[src/pkg/acsf_cfg.svh]
// Purpose: Offsets, field positions and reset values of the accumulator block
// Assumes: Byte-wide registers in low bits of 32-bit Wishbone words
// Notes:   Definitions only
`ifndef ACSF_CFG_SVH
`define ACSF_CFG_SVH
`define ACSF_OFF_PSF      8'h86
`define ACSF_OFF_ACC      8'h80
`define ACSF_OFF_IRQ_STAT 8'h88
`define ACSF_OFF_IRQ_EN   8'h8C
`define ACSF_OFF_IRQ_CLR  8'h90
`define ACSF_BIT_RC_HI    7
`define ACSF_BIT_RC_LO    6
`define ACSF_BIT_LV_HIGH  5
`define ACSF_BIT_LV_MID   4
`define ACSF_BIT_C        2
`define ACSF_BIT_DC       1
`define ACSF_BIT_Z        0
`define ACSF_RC_WDT       2'h0
`define ACSF_RC_LVD       2'h2
`define ACSF_RC_PIN       2'h3
`define ACSF_ACC_RST      8'h00
`define ACSF_IRQ_W        3
`endif

[src/pkg/acsf_pkg.sv]
// Purpose: Types of the accumulator and status flag block
// Assumes: Config header holds offsets and bits; op and state codes are set here
// Notes:   Operation codes are issued by the execution logic
package acsf_pkg;
    typedef enum logic [3:0] {
        ACSF_OP_NONE = 4'h0,
        ACSF_OP_ADD  = 4'h1,
        ACSF_OP_ADC  = 4'h2,
        ACSF_OP_SUB  = 4'h3,
        ACSF_OP_AND  = 4'h4,
        ACSF_OP_OR   = 4'h5,
        ACSF_OP_XOR  = 4'h6,
        ACSF_OP_RRC  = 4'h7,
        ACSF_OP_RLC  = 4'h8,
        ACSF_OP_CMP  = 4'h9,
        ACSF_OP_MOVA = 4'hA,
        ACSF_OP_PUSH = 4'hB,
        ACSF_OP_POP  = 4'hC,
        ACSF_OP_ZTST = 4'hD
    } acsf_op_type;

    typedef struct packed {
        acsf_op_type op;
        logic [7:0]  operand;
        logic        to_acc;
    } acsf_req_type;

    typedef struct packed {
        logic [7:0] result;
        logic       result_valid;
    } acsf_res_type;

    typedef enum logic [1:0] {
        ACSF_ST_IDLE = 2'b01,
        ACSF_ST_ACK  = 2'b10
    } acsf_bus_state_type;
endpackage

[src/design/acsf_core.sv]
// Purpose: Accumulator, program status flags and push/pop save buffers
// Assumes: Execution logic gives one op per enabled cycle; reset cause
//          is held stable by the system reset logic at reset release
// Notes:   One-cycle Wishbone ack; unmapped reads return zero
// How it works
// RULE1: An 8-bit accumulator carries ALU operands and results.
// RULE2: Zero, carry and nibble carry of each operation land in the flags.
// RULE3: The accumulator is no data memory location; direct moves miss it.
// RULE4: Interrupt entry leaves accumulator and flags untouched.
// RULE5: Push copies accumulator and flags to buffers; pop restores both.
// RULE6: Status at 086H: cause, two supply flags, spare bit, C, DC, Z.
// RULE7: Cause in bits 7:6: 00 watchdog, 01 reserved, 10 low supply, 11 pin.
// RULE8: Bit 5 is 1 while supply is at or below 3.6 V, high option only.
// RULE9: Bit 4 is 1 while supply is at or below 2.4 V, mid option only.
// RULE10: Carry: add carry, no borrow, rotated-out one, compare not negative.
// RULE11: Decimal carry sets on low nibble carry or no nibble borrow.
// RULE12: Zero sets when an arithmetic, logic or branch result is zero.
// RULE13: Reset clears supply flags, C, DC and Z; cause bits hold the code.
// RULE14: Bit set and clear act only on read/write bits.
// RULE15: Software writes the fixed values of each register.
// RULE16: Writes to supply flags and bit 3 are ignored; bit 3 reads zero.
//
// Register access over Wishbone was chosen for this implementation.
`timescale 1ns/10ps
`default_nettype none
`include "acsf_cfg.svh"
module acsf_core
    import acsf_pkg::*;
(
    // Clock and reset
    input  wire logic         mclk_i,
    input  wire logic         nrst_i,
    input  wire logic         clk_en_i,
    // Execution logic
    input  wire acsf_req_type req_i,
    input  wire logic         interrupt_entry_i,
    output acsf_res_type      res_o,
    output logic [7:0]        acc_o,
    // Supply detector and reset logic
    input  wire logic [1:0]   reset_cause_i,
    input  wire logic         supply_le_high_i,
    input  wire logic         supply_le_mid_i,
    input  wire logic         detector_high_option_i,
    input  wire logic         detector_mid_option_i,
    // Wishbone slave
    input  wire logic         wb_cyc_i,
    input  wire logic         wb_stb_i,
    input  wire logic         wb_we_i,
    input  wire logic [7:0]   wb_adr_i,
    input  wire logic [3:0]   wb_sel_i,
    input  wire logic [31:0]  wb_dat_i,
    output logic [31:0]       wb_dat_o,
    output logic              wb_ack_o,
    // Interrupt
    output logic              irq_o
);
    localparam int IW = `ACSF_IRQ_W;

    logic [7:0]    acc_reg, acc_next;
    logic          c_reg, c_next, dc_reg, dc_next, z_reg, z_next;
    logic [1:0]    rc_reg, rc_next;
    logic          rc_cap_reg, rc_cap_next;
    logic [7:0]    sav_acc_reg, sav_acc_next;
    logic [2:0]    sav_fl_reg, sav_fl_next;
    logic          lv_high_reg, lv_high_next, lv_mid_reg, lv_mid_next;
    acsf_res_type  res_reg, res_next;
    logic [IW-1:0] ist_reg, ist_next, ien_reg, ien_next;
    acsf_bus_state_type bst_reg, bst_next;
    logic [31:0]   rdat_reg, rdat_next;

    logic [8:0]    sum;
    logic [4:0]    nib;
    logic [7:0]    res_v, opnd;
    logic          c_v, dc_v, upd_c, upd_dc, upd_z, write_res;
    logic          wr_psf, wr_acc, wr_clr, wr_en, req_go, lane0;
    logic [7:0]    psf_view;
    logic [IW-1:0] ev;

    assign opnd   = req_i.operand;
    assign req_go = wb_cyc_i && wb_stb_i && (bst_reg == ACSF_ST_IDLE);
    assign lane0  = wb_sel_i[0];
    assign wr_psf = req_go && wb_we_i && lane0
                    && wb_adr_i == `ACSF_OFF_PSF;
    assign wr_acc = req_go && wb_we_i && lane0
                    && wb_adr_i == `ACSF_OFF_ACC;
    assign wr_en  = req_go && wb_we_i && lane0
                    && wb_adr_i == `ACSF_OFF_IRQ_EN;
    assign wr_clr = req_go && wb_we_i && lane0
                    && wb_adr_i == `ACSF_OFF_IRQ_CLR;

    // RULE6: flag layout, RULE16 spare bit zero
    assign psf_view = {rc_reg, lv_high_reg, lv_mid_reg, 1'b0,
                       c_reg, dc_reg, z_reg};

    // ALU flags from the current operation
    always_comb begin
        sum       = 9'h000;
        nib       = 5'h00;
        res_v     = acc_reg;
        c_v       = c_reg;
        dc_v      = dc_reg;
        upd_c     = 1'b0;
        upd_dc    = 1'b0;
        upd_z     = 1'b0;
        write_res = 1'b0;
        case (req_i.op)
            // RULE10: add carry out
            ACSF_OP_ADD, ACSF_OP_ADC: begin
                sum = {1'b0, acc_reg} + {1'b0, opnd}
                      + {8'h00, (req_i.op == ACSF_OP_ADC) & c_reg};
                // RULE11: low nibble carry
                nib = {1'b0, acc_reg[3:0]} + {1'b0, opnd[3:0]}
                      + {4'h0, (req_i.op == ACSF_OP_ADC) & c_reg};
                res_v = sum[7:0];
                c_v = sum[8];
                dc_v = nib[4];
                {upd_c, upd_dc, upd_z, write_res} = 4'hF;
            end
            // RULE10: no borrow sets carry
            ACSF_OP_SUB, ACSF_OP_CMP: begin
                sum = {1'b0, acc_reg} - {1'b0, opnd};
                nib = {1'b0, acc_reg[3:0]} - {1'b0, opnd[3:0]};
                res_v = sum[7:0];
                c_v = ~sum[8];
                dc_v = ~nib[4];
                upd_c = 1'b1;
                upd_dc = req_i.op == ACSF_OP_SUB;
                upd_z = 1'b1;
                write_res = req_i.op == ACSF_OP_SUB;
            end
            ACSF_OP_AND: begin
                res_v = acc_reg & opnd;
                {upd_z, write_res} = 2'b11;
            end
            ACSF_OP_OR: begin
                res_v = acc_reg | opnd;
                {upd_z, write_res} = 2'b11;
            end
            ACSF_OP_XOR: begin
                res_v = acc_reg ^ opnd;
                {upd_z, write_res} = 2'b11;
            end
            // RULE10: rotate out into carry
            ACSF_OP_RRC: begin
                res_v = {c_reg, opnd[7:1]};
                c_v = opnd[0];
                {upd_c, write_res} = 2'b11;
            end
            ACSF_OP_RLC: begin
                res_v = {opnd[6:0], c_reg};
                c_v = opnd[7];
                {upd_c, write_res} = 2'b11;
            end
            ACSF_OP_MOVA: begin
                res_v = opnd;
                write_res = 1'b1;
            end
            // RULE12: branch result test
            ACSF_OP_ZTST: begin
                res_v = opnd;
                upd_z = 1'b1;
            end
            default: begin
                res_v = acc_reg;
            end
        endcase
    end

    // Register state next values
    always_comb begin
        acc_next     = acc_reg;
        c_next       = c_reg;
        dc_next      = dc_reg;
        z_next       = z_reg;
        sav_acc_next = sav_acc_reg;
        sav_fl_next  = sav_fl_reg;
        res_next     = '{result: res_v, result_valid: 1'b0};
        rc_next      = rc_reg;
        rc_cap_next  = 1'b1;
        // RULE7: cause code kept
        // RULE13: cause caught once after release
        if (!rc_cap_reg) begin
            rc_next = reset_cause_i;
        end
        // RULE8: high detector option flag
        lv_high_next = detector_high_option_i & supply_le_high_i;
        // RULE9: mid detector option flag
        lv_mid_next  = detector_mid_option_i & supply_le_mid_i;
        // RULE14: software bit writes, RULE16 read-only kept
        if (wr_psf) begin
            rc_next = wb_dat_i[`ACSF_BIT_RC_HI:`ACSF_BIT_RC_LO];
            c_next  = wb_dat_i[`ACSF_BIT_C];
            dc_next = wb_dat_i[`ACSF_BIT_DC];
            z_next  = wb_dat_i[`ACSF_BIT_Z];
        end
        // RULE3: bus path is a debug port, not data memory
        if (wr_acc) begin
            acc_next = wb_dat_i[7:0];
        end
        // RULE2: operation flags win over software
        if (upd_c) c_next = c_v;
        if (upd_dc) dc_next = dc_v;
        if (upd_z) z_next = (res_v == 8'h00);
        if (write_res && req_i.to_acc) begin
            // RULE1: result into accumulator
            acc_next = res_v;
        end
        res_next.result_valid = write_res;
        // RULE5: push and pop buffers
        if (req_i.op == ACSF_OP_PUSH) begin
            sav_acc_next = acc_reg;
            sav_fl_next  = {c_reg, dc_reg, z_reg};
        end
        if (req_i.op == ACSF_OP_POP) begin
            acc_next = sav_acc_reg;
            {c_next, dc_next, z_next} = sav_fl_reg;
        end
        // RULE4: interrupt entry saves nothing
        if (interrupt_entry_i) begin
            sav_acc_next = sav_acc_next;
        end
    end

    // Events: zero result, carry out, pop
    assign ev = {req_i.op == ACSF_OP_POP, upd_c & c_v,
                 upd_z & (res_v == 8'h00)};

    // Bus and interrupt next values
    always_comb begin
        bst_next  = ACSF_ST_IDLE;
        rdat_next = 32'h0000_0000;
        ien_next  = ien_reg;
        // Set wins over clear
        ist_next  = (ist_reg & ~(wr_clr ? wb_dat_i[IW-1:0] : '0)) | ev;
        if (wr_en) begin
            ien_next = wb_dat_i[IW-1:0];
        end
        if (req_go) begin
            bst_next = ACSF_ST_ACK;
            case (wb_adr_i)
                `ACSF_OFF_PSF:      rdat_next = {24'h00_0000, psf_view};
                `ACSF_OFF_ACC:      rdat_next = {24'h00_0000, acc_reg};
                `ACSF_OFF_IRQ_STAT: rdat_next = {29'h0, ist_reg};
                `ACSF_OFF_IRQ_EN:   rdat_next = {29'h0, ien_reg};
                default:            rdat_next = 32'h0000_0000;
            endcase
        end
    end

    always_ff @(posedge mclk_i or negedge nrst_i) begin
        if (!nrst_i) begin
            acc_reg     <= `ACSF_ACC_RST;
            c_reg       <= 1'b0;
            dc_reg      <= 1'b0;
            z_reg       <= 1'b0;
            rc_reg      <= 2'h0;
            rc_cap_reg  <= 1'b0;
            lv_high_reg <= 1'b0;
            lv_mid_reg  <= 1'b0;
            sav_acc_reg <= 8'h00;
            sav_fl_reg  <= 3'h0;
            res_reg     <= '0;
            ist_reg     <= '0;
            ien_reg     <= '0;
            bst_reg     <= ACSF_ST_IDLE;
            rdat_reg    <= 32'h0000_0000;
        end else if (clk_en_i) begin
            acc_reg     <= acc_next;
            c_reg       <= c_next;
            dc_reg      <= dc_next;
            z_reg       <= z_next;
            rc_reg      <= rc_next;
            rc_cap_reg  <= rc_cap_next;
            lv_high_reg <= lv_high_next;
            lv_mid_reg  <= lv_mid_next;
            sav_acc_reg <= sav_acc_next;
            sav_fl_reg  <= sav_fl_next;
            res_reg     <= res_next;
            ist_reg     <= ist_next;
            ien_reg     <= ien_next;
            bst_reg     <= bst_next;
            rdat_reg    <= rdat_next;
        end
    end

    assign acc_o    = acc_reg;
    assign res_o    = res_reg;
    assign wb_ack_o = bst_reg == ACSF_ST_ACK;
    assign wb_dat_o = rdat_reg;
    assign irq_o    = |(ist_reg & ien_reg);
endmodule
`default_nettype wire

[config.mk]
export PLATFORM = sky130hd
export DESIGN_NAME = acsf_core
export DESIGN_NICKNAME = d
export VERILOG_FILES = /design/src/pkg/acsf_pkg.sv /design/src/design/acsf_core.sv
export VERILOG_INCLUDE_DIRS = /design/src /design/src/pkg
export SDC_FILE = /design/constraint.sdc
export NUM_CORES = 1
export LEC_CHECK = 0
export ABC_AREA = 1
export ABC_CLOCK_PERIOD_IN_PS = 2600
export BUFFER_PORTS_ARGS = -buffer_cell sky130_fd_sc_hd__buf_2
export CAP_MARGIN = 25
export CORE_ASPECT_RATIO = 0.9
export CORE_MARGIN = 2
export CORE_UTILIZATION = 53
export DETAILED_ROUTE_END_ITERATION = 10
export PLACE_DENSITY = 0.79
export SYNTH_ARGS = -nofsm -noshare
export SYNTH_HDL_FRONTEND = slang
export SYNTH_SLANG_ARGS = --single-unit
[constraint.sdc]
create_clock -name mclk_i -period 2.6 [get_ports mclk_i]
set_clock_uncertainty 0.15 [all_clocks]
set_input_delay 0.13 -clock mclk_i [delete_from_list [all_inputs] [get_ports mclk_i]]
set_output_delay 0.13 -clock mclk_i [all_outputs]
set_load 0.1 [all_outputs]
==> impl_metrics.tcl, run 1 <==
set metrics [dict create \
    async_reset_ff_share_pct 100.0 \
    critical_path.cell_chain "inv_4 > fa_2 > inv_2 > fa_2 > nand2_2 > nand3_2 > nand3b_1 > nand2_1 > nand2_1 > a21oi_1 > o21ai_1 > nand3_2 > nor2_1 > o22ai_1" \
    drive_gt1_share_pct 21.20 \
    place_ws_ns -0.01544 \
    p_total_mw 3.340 \
    place_congestion 0.9360 \
    finalNetCount 832 \
    cts_buffer_depth 2 \
    remaining_drc_errors 0 \
    p_leak_nw 2.655 \
    yosys_warnings 0 \
    grt_overflow_total 0 \
    r2r-end "c_reg" \
    reg2regPathDepth 14 \
    die_y_um 88.29 \
    path_buf_inv 2 \
    viasPerCell 5.577 \
    wire_per_inst_um 15.34 \
    area_delta_synth_final_pct 19.38 \
    wirelength_mm 12.77 \
    die_area_mm2 0.008622 \
    dr.pass1.iters 5 \
    drt-met1-wl_mm 5.452 \
    hold_class "in -> reg" \
    ys_ff_latch 52 \
    met3_length_mm 1.163 \
    finalCritPeriodShare_pct 95.99 \
    rows 30 \
    io_buffers 68 \
    clock-sinks 52 \
    wl_met2_mm 5.956 \
    slew_headroom_pct 45.06 \
    path_max_fanout 3 \
    dp_cells 813 \
    largest_reg_flops 9 \
    crit_end "c_reg" \
    numCtsBuffers 5 \
    synth-edff-count 0 \
    grt_pass1_wl_mm 20.28 \
    synthFlopType "dfrtp_1" \
    max_freq_mhz 400.7 \
    root_buffer "clkbuf_8" \
    htreeDepth 2 \
    die_width_um 97.66 \
    antenna_found_initial 0 \
    antennaDiodeCount 0 \
    grt_use_total_pct 29.31 \
    layout_commonest_cell "nand2_1" \
    worstSetupPathType "reg -> reg" \
    path_clk_slew_ns 0.10 \
    fill_cells 698 \
    grt_pass1_vias 4275 \
    design_area_mm2 0.004995 \
    dpl.hpwl_mm 9.854 \
    arrival_ns 2.54 \
    via_count 4640 \
    crit_cells 14 \
    syn-instance-count 634 \
    peakVddDrop_mv 0.5482 \
    first_iter_violations 437 \
    num_io_pins 121 \
    coreArea_mm2 0.007582 \
    cts_tree "done" \
    rsz0062_at_grt "yes" \
    avgSynthCellArea_um2 6.599 \
    maxCapViolCount 0 \
    regToRegSetupSlack_ns 0.10 \
    grt_start_max_net_pins 31 \
    initial_core_util_pct 55.18 \
    cp-startpoint "acc_o[0]" \
    worst_path_largest_cell_delay_ns 0.50 \
    final_util_pct 65.87 \
    yosysSeqAreaShare_pct 31.13 \
    final_cell_mix "nand2_1, inv_1, buf_2" \
    synth_cell_types 34 \
    placed_area_mm2 0.004723 \
    critPathCaptureType "flop" \
    holdWs_ns 0.02378 \
    power_density_mw_per_mm2 668.6 \
    r2r_start "acc_o[0]" \
    report.final.hold_viol_count 0 \
    tightest_slew_ns 0.8218 \
    worst_path_max_delay_cell "dfrtp_4" \
    setup_tns_ns 0 \
    top_layer "met4" \
    worst_setup_path_start_kind "flop" \
    finalNonFillerCells 832 \
    cpLargestDelayFamily "simple AND/OR/NAND/NOR gates" \
    setup_viol 0 \
    outcome "complete, no violations" \
    worst_slack_ns 0.1043 \
    final-max-slew-violation-count 0 \
    synthesis.area_mm2 0.004184 \
    ant_nets 0 \
    critPathRequiredTime_ns 2.64 \
    clk-insertion-delay-late_ns 0.31 \
    period_minus_slack_ns 2.496 \
]
[power by group]
part / internal [mW] / switching [mW] / total [mW]
Clock: 0.189 / 0.270 / 0.459
Sequential: 0.952 / 0.0963 / 1.05
Combinational: 0.483 / 1.35 / 1.83
[worst reg2reg max path: stages, from the launching register on]
cell and delay [ns]:
dfrtp_4 0.50, inv_4 0.08, fa_2 0.20, inv_2 0.04, fa_2 0.35, nand2_2 0.09, nand3_2 0.09, nand3b_1 0.13
nand2_1 0.06, nand2_1 0.08, a21oi_1 0.09, o21ai_1 0.16, nand3_2 0.15, nor2_1 0.14, o22ai_1 0.07
[timing repair]
action / 4_1_cts / 5_1_grt
pin swaps: 0 / 6
setup buffers: 0 / 2
endpoints found under the setup margin: 2 / 10
hold endpoints to repair: 31 / 0
cloned: 0 / 0
gates resized for setup: 3 / 23
hold buffers: 9 / 0
[synth_stat cells (4+ instances only)]
cell type | instances | area [um2]
inv_2 | 8 | 30.03
o22ai_1 | 12 | 75.07
buf_2 | 6 | 30.03
o21ai_0 | 60 | 300.3
a211oi_1 | 4 | 30.03
nand3_1 | 51 | 255.2
clkbuf_1 | 7 | 26.28
o21ai_1 | 4 | 20.02
dfrtp_1 | 51 | 1276
buf_4 | 24 | 180.2
nor2_1 | 57 | 214.0
nand2_2 | 5 | 31.28
nand4_1 | 9 | 56.30
nor2_2 | 7 | 43.79
inv_1 | 83 | 311.6
nand2_1 | 179 | 671.9
ha_1 | 24 | 300.3
a21oi_1 | 18 | 90.09
[cell families after synthesis]
group | after synthesis | share of synthesized area [%]
flops | 52 | 31.13
compound gates | 108 | 14.38
buf+inv | 128 | 13.82
xor+xnor | 2 | 0.4187
fa+ha+maj | 27 | 8.613
other cells | 1 | 0.08963
simple gates | 316 | 31.55
[layer usage]
metal / track usage [%] / vias to the layer above
met5: 0 / -
met4: 6.818 / 0
met3: 4.344 / 23
met2: 49.22 / 260
met1: 40.85 / 2175
li1: - / 2182
[cell type report]
class / instances / area [um2] / share of cell area, %
clock inverter: 2 / 12.51 / 0.2505
multi-input combinational: 477 / 2469 / 49.42
tap: 96 / 120.1 / 2.405
timing repair buffer: 108 / 663.1 / 13.28
inverter: 91 / 344.1 / 6.889
clock buffer: 6 / 72.57 / 1.453
sequential: 52 / 1314 / 26.30
[worst min-delay path by stage]
stage                      from          end  slack, ns  depth (start not counted)
detailed placement       nrst_i  wb_dat_o[6]       0.05                          1
global placement         nrst_i  wb_dat_o[5]       0.03                          1
CTS                 wb_dat_i[5]     acc_o[5]       0.01                          5
floorplan                nrst_i     acc_o[1]      -0.32                          0
finish              wb_dat_i[5]     acc_o[5]       0.02                          5
global route           clk_en_i     res_o[8]       0.03                          3
(Power assumes the default switching activity.)
==> run 2: changes to the inputs <==
==> constraint.sdc (replaced) <==
create_clock -name mclk_i -period 2.6 [get_ports mclk_i]
set_clock_uncertainty 0.15 [all_clocks]
set_input_delay 0.26 -clock mclk_i [delete_from_list [all_inputs] [get_ports mclk_i]]
set_output_delay 0.26 -clock mclk_i [all_outputs]
set_load 0.1 [all_outputs]
==> run 2 against run 1 <==
Compared with the run above:
- worst hold slack got worse by 0.012 ns
- power rose by 0.90%
- utilization fell by 0.61 points
- critical path type unchanged
- highest routed layer unchanged
- wire length fell by 2.0%
- cell count fell by 0.36%
- clock-buffer cell count fell by 1
==> impl_metrics.tcl, run 2 (same netlist as run 1, synthesis figures left out) <==
set metrics [dict create \
    worst_path_max_delay_cell "dfrtp_4" \
    cpLargestDelayFamily "simple AND/OR/NAND/NOR gates" \
    crit_top_cell "nand2_1" \
    clk-insertion-delay-late_ns 0.33 \
    path_clk_slew_ns 0.11 \
    period_minus_slack_ns 2.544 \
    grt_start_max_net_pins 30 \
    dpl.hpwl_mm 9.850 \
    report.final.hold_viol_count 0 \
    finalNetCount 829 \
    p_total_mw 3.370 \
    critPathCaptureType "flop" \
    place_ws_ns -0.1275 \
    outcome "complete, no violations" \
    ant_nets 0 \
    arrival_ns 2.67 \
    via_count 4564 \
    slew_headroom_pct 50.27 \
    final_cell_mix "nand2_1, inv_1, buf_2" \
    p_leak_nw 2.650 \
    drive_gt1_share_pct 21.83 \
    critPathRequiredTime_ns 2.72 \
    grt_overflow_total 0 \
    setup_viol 0 \
    antenna_found_initial 0 \
    dp_cells 819 \
    power_density_mw_per_mm2 681.0 \
    rows 30 \
    io_buffers 68 \
    dr.pass1.iters 5 \
    cts_tree "done" \
    wirelength_mm 12.52 \
    grt_pass1_vias 4319 \
    place_congestion 0.9719 \
    layout_commonest_cell "nand2_1" \
    worst_setup_path_start_kind "flop" \
    die_width_um 97.66 \
    clock-sinks 52 \
    largest_reg_flops 9 \
    peakVddDrop_mv 0.4001 \
    worst_path_largest_cell_delay_ns 0.44 \
    design_area_mm2 0.004949 \
    grt_use_total_pct 29.22 \
    coreArea_mm2 0.007582 \
    viasPerCell 5.505 \
    setup_tns_ns 0 \
    finalCritPeriodShare_pct 97.83 \
    wire_per_inst_um 15.10 \
    finalNonFillerCells 829 \
    htreeDepth 2 \
    worst_slack_ns 0.05648 \
    first_iter_violations 315 \
    max_freq_mhz 393.2 \
    die_y_um 88.29 \
    cts_buffer_depth 2 \
    area_delta_synth_final_pct 18.27 \
    worstSetupPathType "reg -> reg" \
    tightest_slew_ns 0.7439 \
    die_area_mm2 0.008622 \
    placed_area_mm2 0.004768 \
    final_util_pct 65.26 \
    initial_core_util_pct 55.18 \
    critical_path.cell_chain "inv_4 > fa_2 > inv_2 > fa_2 > nand2_1 > nand2_2 > nor2_2 > nand3_2 > nor2_2 > nand2_1 > nor2_1 > nand3_2 > nand2_1 > nand2_1 > nand2_1" \
    grt_pass1_wl_mm 20.31 \
    remaining_drc_errors 0 \
    path_max_fanout 3 \
    antennaDiodeCount 0 \
    hold_class "in -> reg" \
    path_buf_inv 2 \
    holdWs_ns 0.01184 \
    root_buffer "clkbuf_8" \
    numCtsBuffers 5 \
    num_io_pins 121 \
    maxCapViolCount 0 \
    final-max-slew-violation-count 0 \
]
## run 2: routing by layer
metal  part of all wire [%]  vias up  global-route usage, %
met1                     43     2112                  39.92
met5                      0        -                      0
met4                    1.8        0                  6.944
met3                    8.7       25                  5.134
li1                       -     2183                      -
met2                     46      244                  49.34
## run 2: area by class of cell
| class | instances | area, um2 |
|---|---|---|
| Fill cell | 725 | 2634 |
| Multi-Input combinational cell | 477 | 2454 |
| Sequential cell | 52 | 1314 |
| Timing Repair Buffer | 105 | 620.6 |
| Inverter | 91 | 344.1 |
| Tap cell | 96 | 120.1 |
| Clock buffer | 5 | 68.82 |
| Clock inverter | 3 | 27.53 |
## run 2: final timing paths
| kind | start | end | slack (ns) | cells after the start |
|---|---|---|---|---|
| worst max-delay path | acc_o[0] | z_reg | 0.06 | 15 |
| worst min-delay path | supply_le_high_i | lv_high_reg | 0.01 | 3 |
| worst max register to register | acc_o[0] | z_reg | 0.06 | 15 |
| worst min register to register | res_o[1] | res_o[1] | 0.34 | 2 |
| max in group asynchronous | nrst_i | acc_o[5] | 1.29 | 3 |
| min in group asynchronous | nrst_i | wb_dat_o[6] | 0.34 | 2 |
## run 2: worst register-to-register path, cell delays in order (launching register included)
cell and delay [ns]:
dfrtp_4 0.44, inv_4 0.05, fa_2 0.35, inv_2 0.07
fa_2 0.42, nand2_1 0.09, nand2_2 0.06, nor2_2 0.10
nand3_2 0.12, nor2_2 0.13, nand2_1 0.06, nor2_1 0.14
nand3_2 0.12, nand2_1 0.09, nand2_1 0.05, nand2_1 0.06
## run 2: power by group
part | switching (mW) | internal (mW) | leakage (nW) | total, mW
Sequential | 0.0961 | 0.951 | 0.644 | 1.05
Combinational | 1.34 | 0.471 | 1.96 | 1.81
Clock | 0.316 | 0.199 | 0.0463 | 0.515
## run 2: timing repair
item | 4_1_cts | 5_1_grt
resized for setup | 1 | 22
hold endpoints to repair | 26 | 0
endpoints found under the setup margin | 5 | 10
buffers inserted | 0 | 1
pin swaps | 0 | 9
hold buffers | 1 | 0
